**config.mk**
```make
export PLATFORM = sky130hd
export DESIGN_NAME = chc_host_ctrl
export DESIGN_NICKNAME = d
export VERILOG_FILES = /design/src/chc_pkg.sv /design/src/chc_host_ctrl.sv /design/src/chc_sync.sv
export VERILOG_INCLUDE_DIRS = /design/src
export SDC_FILE = /design/constraint.sdc
export NUM_CORES = 1
export LEC_CHECK = 0
export BUFFER_PORTS_ARGS = -buffer_cell sky130_fd_sc_hd__buf_2
export CORE_MARGIN = 2
export CORE_UTILIZATION = 40
export DETAILED_ROUTE_END_ITERATION = 8
export PLACE_DENSITY_LB_ADDON = 0.1
export SYNTH_ARGS = -nofsm -noshare
export SYNTH_HDL_FRONTEND = slang
export SYNTH_SLANG_ARGS = --single-unit
```
**constraint.sdc**
```tcl
create_clock -name clk_sys_i -period 3.6 [get_ports clk_sys_i]
set_input_delay 0.18 -clock clk_sys_i [delete_from_list [all_inputs] [get_ports clk_sys_i]]
set_output_delay 0.18 -clock clk_sys_i [all_outputs]
set_load 0.02 [all_outputs]
```
**src/chc_regs.svh**
```systemverilog
`ifndef CHC_REGS_SVH
`define CHC_REGS_SVH
// reset pulse length in system clocks
`define CHC_INIT_RST_CYC   16'h0040
// ready delay after reset release
`define CHC_BUSY_CYC       16'h0020
`define CHC_CNT_W          16
// synchroniser reset values, each pin at its idle level
`define CHC_PIN_IDLE       10'h2F2
`endif

```
**src/chc_pkg.sv**
```systemverilog
package chc_pkg;
  typedef enum logic [1:0] {
    CHC_MODE_MEM,
    CHC_MODE_IO,
    CHC_MODE_IDE
  } chc_mode_t;
  typedef enum logic [1:0] {
    CHC_UDMA_IDLE,
    CHC_UDMA_IN,
    CHC_UDMA_OUT
  } chc_udma_t;
endpackage

```
**src/chc_host_ctrl.sv**
```systemverilog
`timescale 1ns/1ns
`default_nettype none
`include "chc_regs.svh"
module chc_host_ctrl (
  input  wire logic                clk_sys_i,
  input  wire logic                rst_n_i,
  input  wire logic                ide_mode_sel_n_i,
  input  wire logic                io_mode_i,
  input  wire logic                card_reset_i,
  input  wire logic                soft_reset_i,
  input  wire logic                attr_sel_n_i,
  input  wire logic                write_strobe_n_i,
  input  wire logic                dma_ack_n_i,
  input  wire logic                stop_i,
  input  wire logic                host_data_strobe_i,
  input  wire logic                host_dma_ready_n_i,
  input  wire logic                core_busy_i,
  input  wire logic                core_dma_req_i,
  input  wire logic                core_dma_dir_in_i,
  input  wire logic                core_can_accept_i,
  input  wire logic                core_word_ok_i,
  input  wire logic                core_wide_port_i,
  input  wire logic                core_word_xfer_i,
  output var  logic                card_in_reset_o,
  output var  logic                ready_o,
  output var  logic                wait_n_o,
  output var  logic                dma_request_o,
  output var  logic                card_dma_ready_n_o,
  output var  logic                card_data_strobe_o,
  output var  logic                wp_port_is_wide_n_o,
  output var  logic                common_wr_o,
  output var  logic                attr_wr_o,
  output var  logic                host_data_latch_o,
  output var  logic                burst_end_o,
  output var  chc_pkg::chc_mode_t  mode_o
);
  import chc_pkg::*;

  // ----------------------------------------------------------------
  // reset release and pin synchronisers
  // ----------------------------------------------------------------
  logic rst_meta_q;
  logic rst_q;
  always_ff @(posedge clk_sys_i or negedge rst_n_i) begin
    if (!rst_n_i) begin
      rst_meta_q <= 1'b0;
      rst_q      <= 1'b0;
    end else begin
      rst_meta_q <= 1'b1;
      rst_q      <= rst_meta_q;
    end
  end

  logic [9:0] pin_s;
  chc_sync #(.W(10), .RST_VAL(`CHC_PIN_IDLE)) u_sync (
    .clk_sys_i (clk_sys_i),
    .rst_n_i   (rst_q),
    .d_i       ({ide_mode_sel_n_i, io_mode_i, card_reset_i, attr_sel_n_i,
                 write_strobe_n_i, dma_ack_n_i, stop_i, host_data_strobe_i,
                 host_dma_ready_n_i, soft_reset_i}),
    .q_o       (pin_s)
  );
  logic ide_sel_n_s, io_s, rst_pin_s, attr_n_s, we_n_s;
  logic ack_n_s, stop_s, hstb_s, hrdy_n_s, soft_s;
  assign {ide_sel_n_s, io_s, rst_pin_s, attr_n_s, we_n_s,
          ack_n_s, stop_s, hstb_s, hrdy_n_s, soft_s} = pin_s;

  // ----------------------------------------------------------------
  // mode and reset
  // ----------------------------------------------------------------
  chc_mode_t mode_d;
  always_comb begin
    if (!ide_sel_n_s)     mode_d = CHC_MODE_IDE;
    else if (io_s)        mode_d = CHC_MODE_IO;
    else                  mode_d = CHC_MODE_MEM;
  end
  always_ff @(posedge clk_sys_i or negedge rst_q) begin
    if (!rst_q) mode_o <= CHC_MODE_MEM;
    else        mode_o <= mode_d;
  end

  // outside ide mode the reset pin only becomes level sensitive once seen low,
  // so a stuck high input yields just the initial reset
  logic armed_q;
  always_ff @(posedge clk_sys_i or negedge rst_q) begin
    if (!rst_q)          armed_q <= 1'b0;
    else if (!rst_pin_s) armed_q <= 1'b1;
  end

  logic ext_rst;
  always_comb begin
    if (mode_d == CHC_MODE_IDE) ext_rst = !rst_pin_s;
    else ext_rst = (rst_pin_s && armed_q) || soft_s;
  end

  logic [`CHC_CNT_W-1:0] rcnt_q;
  always_ff @(posedge clk_sys_i or negedge rst_q) begin
    if (!rst_q) begin
      rcnt_q          <= `CHC_INIT_RST_CYC;
      card_in_reset_o <= 1'b1;
    end else if (ext_rst) begin
      rcnt_q          <= `CHC_INIT_RST_CYC;
      card_in_reset_o <= 1'b1;
    end else if (rcnt_q != '0) begin
      rcnt_q          <= rcnt_q - 1'b1;
      card_in_reset_o <= 1'b1;
    end else begin
      card_in_reset_o <= 1'b0;
    end
  end

  logic [`CHC_CNT_W-1:0] bcnt_q;
  always_ff @(posedge clk_sys_i or negedge rst_q) begin
    if (!rst_q) begin
      bcnt_q  <= `CHC_BUSY_CYC;
      ready_o <= 1'b0;
    end else if (card_in_reset_o) begin
      bcnt_q  <= `CHC_BUSY_CYC;
      ready_o <= 1'b0;
    end else if (bcnt_q != '0) begin
      bcnt_q  <= bcnt_q - 1'b1;
      ready_o <= 1'b0;
    end else begin
      ready_o <= !core_busy_i;
    end
  end
  logic init_done;
  assign init_done = !card_in_reset_o && (bcnt_q == '0);

  // ----------------------------------------------------------------
  // ultra dma burst control
  // ----------------------------------------------------------------
  chc_udma_t udma_q;
  logic      hstb_q;
  always_ff @(posedge clk_sys_i or negedge rst_q) begin
    if (!rst_q) begin
      udma_q      <= CHC_UDMA_IDLE;
      burst_end_o <= 1'b0;
    end else begin
      burst_end_o <= 1'b0;
      if (card_in_reset_o || mode_o != CHC_MODE_IDE) begin
        udma_q <= CHC_UDMA_IDLE;
      end else begin
        unique case (udma_q)
          CHC_UDMA_IDLE: begin
            // ack only counts while a request is out
            if (dma_request_o && !ack_n_s && !stop_s) begin
              udma_q <= core_dma_dir_in_i ? CHC_UDMA_IN : CHC_UDMA_OUT;
            end
          end
          CHC_UDMA_IN, CHC_UDMA_OUT: begin
            if (stop_s || ack_n_s) begin
              udma_q      <= CHC_UDMA_IDLE;
              burst_end_o <= 1'b1;
            end
          end
        endcase
      end
    end
  end
  logic burst;
  assign burst = (udma_q != CHC_UDMA_IDLE);

  always_ff @(posedge clk_sys_i or negedge rst_q) begin
    if (!rst_q) dma_request_o <= 1'b0;
    else        dma_request_o <= core_dma_req_i && init_done && (mode_o == CHC_MODE_IDE);
  end

  // card strobe toggles once per cycle while host is ready; halts to pause
  always_ff @(posedge clk_sys_i or negedge rst_q) begin
    if (!rst_q) card_data_strobe_o <= 1'b0;
    else if (udma_q == CHC_UDMA_IN && !hrdy_n_s && !stop_s)
      card_data_strobe_o <= !card_data_strobe_o;
  end

  always_ff @(posedge clk_sys_i or negedge rst_q) begin
    if (!rst_q) hstb_q <= 1'b0;
    else        hstb_q <= hstb_s;
  end
  always_ff @(posedge clk_sys_i or negedge rst_q) begin
    if (!rst_q) host_data_latch_o <= 1'b0;
    else        host_data_latch_o <= (udma_q == CHC_UDMA_OUT) && (hstb_s != hstb_q);
  end

  // ----------------------------------------------------------------
  // wait / ready / dma ready pin
  // ----------------------------------------------------------------
  always_ff @(posedge clk_sys_i or negedge rst_q) begin
    if (!rst_q) begin
      wait_n_o           <= 1'b1;
      card_dma_ready_n_o <= 1'b1;
    end else begin
      card_dma_ready_n_o <= !((udma_q == CHC_UDMA_OUT) && core_can_accept_i);
      if (mode_o == CHC_MODE_IDE) wait_n_o <= init_done && core_word_ok_i;
      else wait_n_o <= !(core_busy_i && init_done);
    end
  end

  // ----------------------------------------------------------------
  // write strobe decode, on trailing edge
  // ----------------------------------------------------------------
  logic we_n_q;
  always_ff @(posedge clk_sys_i or negedge rst_q) begin
    if (!rst_q) we_n_q <= 1'b1;
    else        we_n_q <= we_n_s;
  end
  logic we_rise;
  assign we_rise = we_n_s && !we_n_q && init_done;
  always_ff @(posedge clk_sys_i or negedge rst_q) begin
    if (!rst_q) begin
      common_wr_o <= 1'b0;
      attr_wr_o   <= 1'b0;
    end else begin
      // ide mode drops the strobe entirely
      common_wr_o <= we_rise && (mode_o == CHC_MODE_MEM) && attr_n_s;
      attr_wr_o   <= we_rise && (mode_o != CHC_MODE_IDE) && !attr_n_s;
    end
  end

  // ----------------------------------------------------------------
  // write protect / 16-bit indication pin
  // ----------------------------------------------------------------
  always_ff @(posedge clk_sys_i or negedge rst_q) begin
    if (!rst_q) wp_port_is_wide_n_o <= 1'b1;
    else begin
      unique case (mode_o)
        CHC_MODE_MEM: wp_port_is_wide_n_o <= !init_done;
        CHC_MODE_IO:  wp_port_is_wide_n_o <= !core_wide_port_i;
        CHC_MODE_IDE: wp_port_is_wide_n_o <= !core_word_xfer_i;
        default:      wp_port_is_wide_n_o <= 1'b1;
      endcase
    end
  end

  // ----------------------------------------------------------------
  // checks
  // ----------------------------------------------------------------
  chk_ack_ignored: assert property (@(posedge clk_sys_i) disable iff (!rst_q)
    (udma_q == CHC_UDMA_IDLE && !dma_request_o) |=> udma_q == CHC_UDMA_IDLE)
    else $error("burst started without request");
  chk_stop_ends: assert property (@(posedge clk_sys_i) disable iff (!rst_q)
    (burst && stop_s && !card_in_reset_o && mode_o == CHC_MODE_IDE) |=> !burst && burst_end_o)
    else $error("stop did not end burst");
  chk_soft_reset: assert property (@(posedge clk_sys_i) disable iff (!rst_q)
    (soft_s && mode_d != CHC_MODE_IDE) |=> card_in_reset_o)
    else $error("soft reset ignored");
  chk_ide_reset: assert property (@(posedge clk_sys_i) disable iff (!rst_q)
    (!rst_pin_s && mode_d == CHC_MODE_IDE) |=> card_in_reset_o)
    else $error("ide reset ignored");
  chk_stuck_reset: assert property (@(posedge clk_sys_i) disable iff (!rst_q)
    (!armed_q && !soft_s && mode_d != CHC_MODE_IDE && rcnt_q == '0) |=> !card_in_reset_o)
    else $error("stuck reset held card");
  chk_wp_low: assert property (@(posedge clk_sys_i) disable iff (!rst_q)
    (mode_o == CHC_MODE_MEM && init_done) ##1 (mode_o == CHC_MODE_MEM) |-> !wp_port_is_wide_n_o)
    else $error("write protect not low");
  chk_ide_no_write: assert property (@(posedge clk_sys_i) disable iff (!rst_q)
    ($past(mode_o) == CHC_MODE_IDE) |-> !common_wr_o && !attr_wr_o)
    else $error("write in ide mode");
  chk_strobe_pause: assert property (@(posedge clk_sys_i) disable iff (!rst_q)
    (udma_q != CHC_UDMA_IN || hrdy_n_s) |=> $stable(card_data_strobe_o))
    else $error("strobe moved while paused");
  chk_out_latch: assert property (@(posedge clk_sys_i) disable iff (!rst_q)
    (udma_q == CHC_UDMA_OUT && hstb_s != hstb_q) |=> host_data_latch_o)
    else $error("host strobe edge missed");
  chk_dma_ready: assert property (@(posedge clk_sys_i) disable iff (!rst_q)
    (udma_q != CHC_UDMA_OUT) |=> card_dma_ready_n_o)
    else $error("dma ready outside write");

  cov_burst_in:  cover property (@(posedge clk_sys_i) udma_q == CHC_UDMA_IN);
  cov_burst_out: cover property (@(posedge clk_sys_i) host_data_latch_o);
  cov_attr_wr:   cover property (@(posedge clk_sys_i) attr_wr_o);
  cov_re_arm:    cover property (@(posedge clk_sys_i) $rose(armed_q));
endmodule // chc_host_ctrl
`default_nettype wire

```
**src/chc_sync.sv**
```systemverilog
`timescale 1ns/1ns
`default_nettype none
module chc_sync #(
  parameter int           W       = 1,
  parameter logic [W-1:0] RST_VAL = '0
) (
  input  wire logic         clk_sys_i,
  input  wire logic         rst_n_i,
  input  wire logic [W-1:0] d_i,
  output var  logic [W-1:0] q_o
);
  logic [W-1:0] meta_q;
  always_ff @(posedge clk_sys_i or negedge rst_n_i) begin
    // reset to idle levels: an all-zero start would fake a low reset pin
    if (!rst_n_i) begin
      meta_q <= RST_VAL;
      q_o    <= RST_VAL;
    end else begin
      meta_q <= d_i;
      q_o    <= meta_q;
    end
  end
endmodule // chc_sync
`default_nettype wire
```
==> parameters.txt <==
Parameter                              Value

Clock tree
  TritonCTS clock tree ... built
  Clk buf depth ... 2
  Clock edge transition at the registers on the reported setup and hold paths ... 80 ps
  Number of clock buffers inserted by TritonCTS ... 9
  Root Buffer ... clkbuf_8
  Clock H-tree levels ... 3
  Clock network latency to the later pin of the worst-skew pair ... 340 ps
  Number of sinks driven by the clock tree ... 72
  Quantity of gates resized following cts ... 0

Worst hold path
  Kind of path behind the tightest hold check ... in -> reg

Route
  Mean number of vias per cell ... 4.96
  First-pass DRT Iterations ... 4
  Wire per inst ... 13.3 um
  Number of DRC markers in iteration 0 ... 98
  DRC Markers ... 0
  Vias after detailed routing ... 2099
  Routed wire length ... 5.61 mm
  Post-detailed-route count of antenna-violating nets ... 0

Power and ir drop
  Total Power ... 0.00193 W
  Power per cell area ... 528 mW/mm2
  Maximum vdd ir drop ... 0.000273 V
  Static leakage ... 1.65 nW

Setup path
  Kind of end point of the critical path ... flop
  Critical path launch point type ... flop
  Required arrival time at the worst endpoint ... 3830 ps
  Worst path arrival time ... 2570 ps
  WS Path Type ... reg -> reg
  Crit path max fanout ... 8

Timing
  Period minus WS final ... 2340 ps
  Max-slew violation count ... 0
  Final-report setup violation count ... 0
  Period utilization ... 65.0%
  RSZ-0062 raised after global routing ... no
  Total count of hold-check failures in the final report ... 0
  Accumulated negative setup slack ... 0 ps
  Post-route clock skew ... 7.43 ps
  Worst Tran Pin Value ... 717 ps
  Headroom to the max-slew limit ... 52.2%
  Maximum achievable frequency ... 428 MHz

Yosys
  Fraction of synthesized cell area in xor and xnor cells ... 4.59%
  Count of state elements after synthesis ... 72
  Post-Syn Area per Cell ... 11.4 um2
  Sequential share of the synthesized area ... 59.8%
  Combinational family with the most area after synthesis ... simple AND/OR/NAND/NOR gates
  Post-Synth Simple-Gate Area ... 20.7%
  Dominant cells by area after synthesis ... dfrtp_1 (43%), dfstp_2 (16%), nor2_1 (3.9%), xor2_1 (2.6%), ha_1 (2.5%)
  Asr flop ratio synth ... 100%
  Syn. warnings ... 0
  Synthesized netlist net count ... 293
  Cell with the most instances after synthesis ... dfrtp_1
  Multiplexer area fraction after synthesis ... 2.01%
  Cell type with the largest total area after synthesis ... dfrtp_1
  Post-synth design cell area ... 0.00305 mm2
  Count of distinct cell types in the synthesized netlist ... 47
  Fraction of the mapped netlist area in compound gates ... 8.03%
  Post-synth EDFFs ... 0
  Synth Area in Adders ... 2.46%
  Most frequent cells after synthesis ... dfrtp_1 (53), nor2_1 (32), dfstp_2 (19)
  Number of standard cells after synthesis ... 268
  Fraction of post-synthesis cell area in the top cell type by area ... 43.4%
  Most used DFF post-synth ... dfrtp_1

Layout
  Non-filler instance count after layout ... 423
  Area Overhead vs Synth ... 20.0%
  Final core utilization ... 50.0%
  Antenna diodes ... 0
  Layout cell share with drive strength beyond 1 ... 24.4%
  Post-layout net count ... 344

Global routing
  First-pass GRT wire length ... 9.62 mm
  Gr ovfl total ... 0
  Gr usage total ... 14.7%
  Antenna violations before repair ... 0
  Number of global-route vias before repair ... 2005
  Maximum number of pins on one net before global-route repair ... 61

Placed design
  Cell Count Post-Placement ... 394
  Final RePlAce weighted congestion ... 0.770
  I/O Buffers ... 31
  Placed wire-length estimate after detailed placement ... 3.69 mm

Run
  Max Cap Violations ... 0

Floorplan
  Placeable Area ... 0.00733 mm2
  Initial core utilization ... 41.7%
  Die W ... 91.4 um
  Die area ... 0.00835 mm2
  Die Y ... 91.4 um
  Top Ports ... 32
  Core Rows ... 31

Status
  Status ... finished, final reports clean
==> through the flow <==
step	hold WS, ps	cell area (um2)	setup WS, ps
6_report	73.7	3660	1260
4_1_cts	64.9	3660	1260
2_1_floorplan	-116	3050	1280
5_1_grt	75.3	3660	1140
3_5_place_dp	-33.3	3310	1270
3_3_place_gp	-35.0	3310	1320
==> critical path, cell delays in order, from the launching register on <==
cell     delay, ps
dfrtp_1        430
or4_4          590
nor4_1         390
o21ai_4        160
nor4_1         300
mux2_1         350
==> cell usage in the layout (no fill, tap or decap), types with 2 or more instances in the layout <==
cell | Yosys | final
xnor2_1 | 7 | 7
nor3b_1 | 4 | 4
or4_4 | 2 | 2
inv_1 | 9 | 9
and3_1 | 2 | 2
nand4_1 | 2 | 2
a21oi_1 | 14 | 14
bufinv_16 | 0 | 2
a211oi_1 | 3 | 3
nand2_1 | 16 | 16
nor2b_1 | 2 | 2
o41ai_1 | 2 | 2
o21ai_0 | 4 | 4
nand2b_1 | 4 | 4
buf_2 | 0 | 31
nand4b_1 | 2 | 2
and2_1 | 2 | 2
o211ai_1 | 6 | 6
dfrtp_1 | 53 | 52
nand3b_1 | 2 | 2
nor4_1 | 10 | 10
ha_1 | 6 | 6
clkbuf_8 | 0 | 9
o31ai_1 | 2 | 2
xor2_1 | 9 | 9
buf_4 | 0 | 2
nor2_1 | 32 | 32
mux2i_1 | 5 | 5
clkinv_4 | 0 | 3
dfstp_2 | 19 | 19
or4_1 | 4 | 4
or3_1 | 9 | 9
or2_2 | 4 | 4
nor3_1 | 11 | 11
dlygate4sd3_1 | 0 | 13
==> cell families after synthesis <==
family,Yosys count
xor+xnor,16
compound gates,37
mux,6
buf+inv,15
other cells,1
fa+ha+maj,6
flops,72
simple gates,115
==> power breakdown <==
| group | total, W | internal [W] | switching [W] |
|---|---|---|---|
| logic | 0.000298 | 0.000132 | 0.000166 |
| clock network | 0.000708 | 0.000394 | 0.000314 |
| registers | 0.000928 | 0.000870 | 0.0000578 |
| total | 0.00193 | 0.00140 | 0.000538 |
==> sequential cells by signal (all words and copies together) (netlist names) <==
signal	flops
bcnt_q	16
rcnt_q	16
u_sync.meta_q	10
u_sync.q_o	10
mode_o	2
udma_q	2
armed_q	1
attr_wr_o	1
burst_end_o	1
card_data_strobe_o	1
card_dma_ready_n_o	1
card_in_reset_o	1
common_wr_o	1
dma_request_o	1
host_data_latch_o	1
hstb_q	1
ready_o	1
rst_meta_q	1
rst_q	1
wait_n_o	1
we_n_q	1
wp_port_is_wide_n_o	1
==> layout make-up <==
class	instances	area, um2
Clock buffer	10	128
Fill cell	668	3670
Timing Repair Buffer	46	300
Clock inverter	6	93.8
Sequential cell	72	1830
Inverter	9	33.8
Tap cell	99	124
Multi-Input combinational cell	181	1160
==> timing repair <==
action                                  CTS  global route
endpoints found under the hold margin    14             0
buffers inserted                          0             0
endpoints found under the setup margin    0             0
hold buffers                             13             0
==> layer usage <==
metal / part of all wire, % / global-route usage (%) / vias to the layer above
li1: - / - / 1041
met1: 50 / 20.9 / 1007
met2: 44 / 20.7 / 36
met3: 3.2 / 3.65 / 15
met4: 2.7 / 7.83 / 0
met5: 0 / 0 / -
==> path summary, 6_finish.rpt <==
| check | endpoint | start | depth (start not counted) | slack [ps] |
|---|---|---|---|---|
| setup / recovery | bcnt_q[13] | bcnt_q[2] | 5 | 1260 |
| hold / removal | dma_request_o | core_dma_req_i | 2 | 70 |
| setup reg to reg | bcnt_q[13] | bcnt_q[2] | 5 | 1260 |
| hold reg to reg | bcnt_q[10] | rst_q | 0 | 130 |
| max in group asynchronous | rcnt_q[8] | rst_q | 1 | 2480 |
| min in group asynchronous | bcnt_q[10] | rst_q | 0 | 130 |
(Power assumes the default switching activity.)
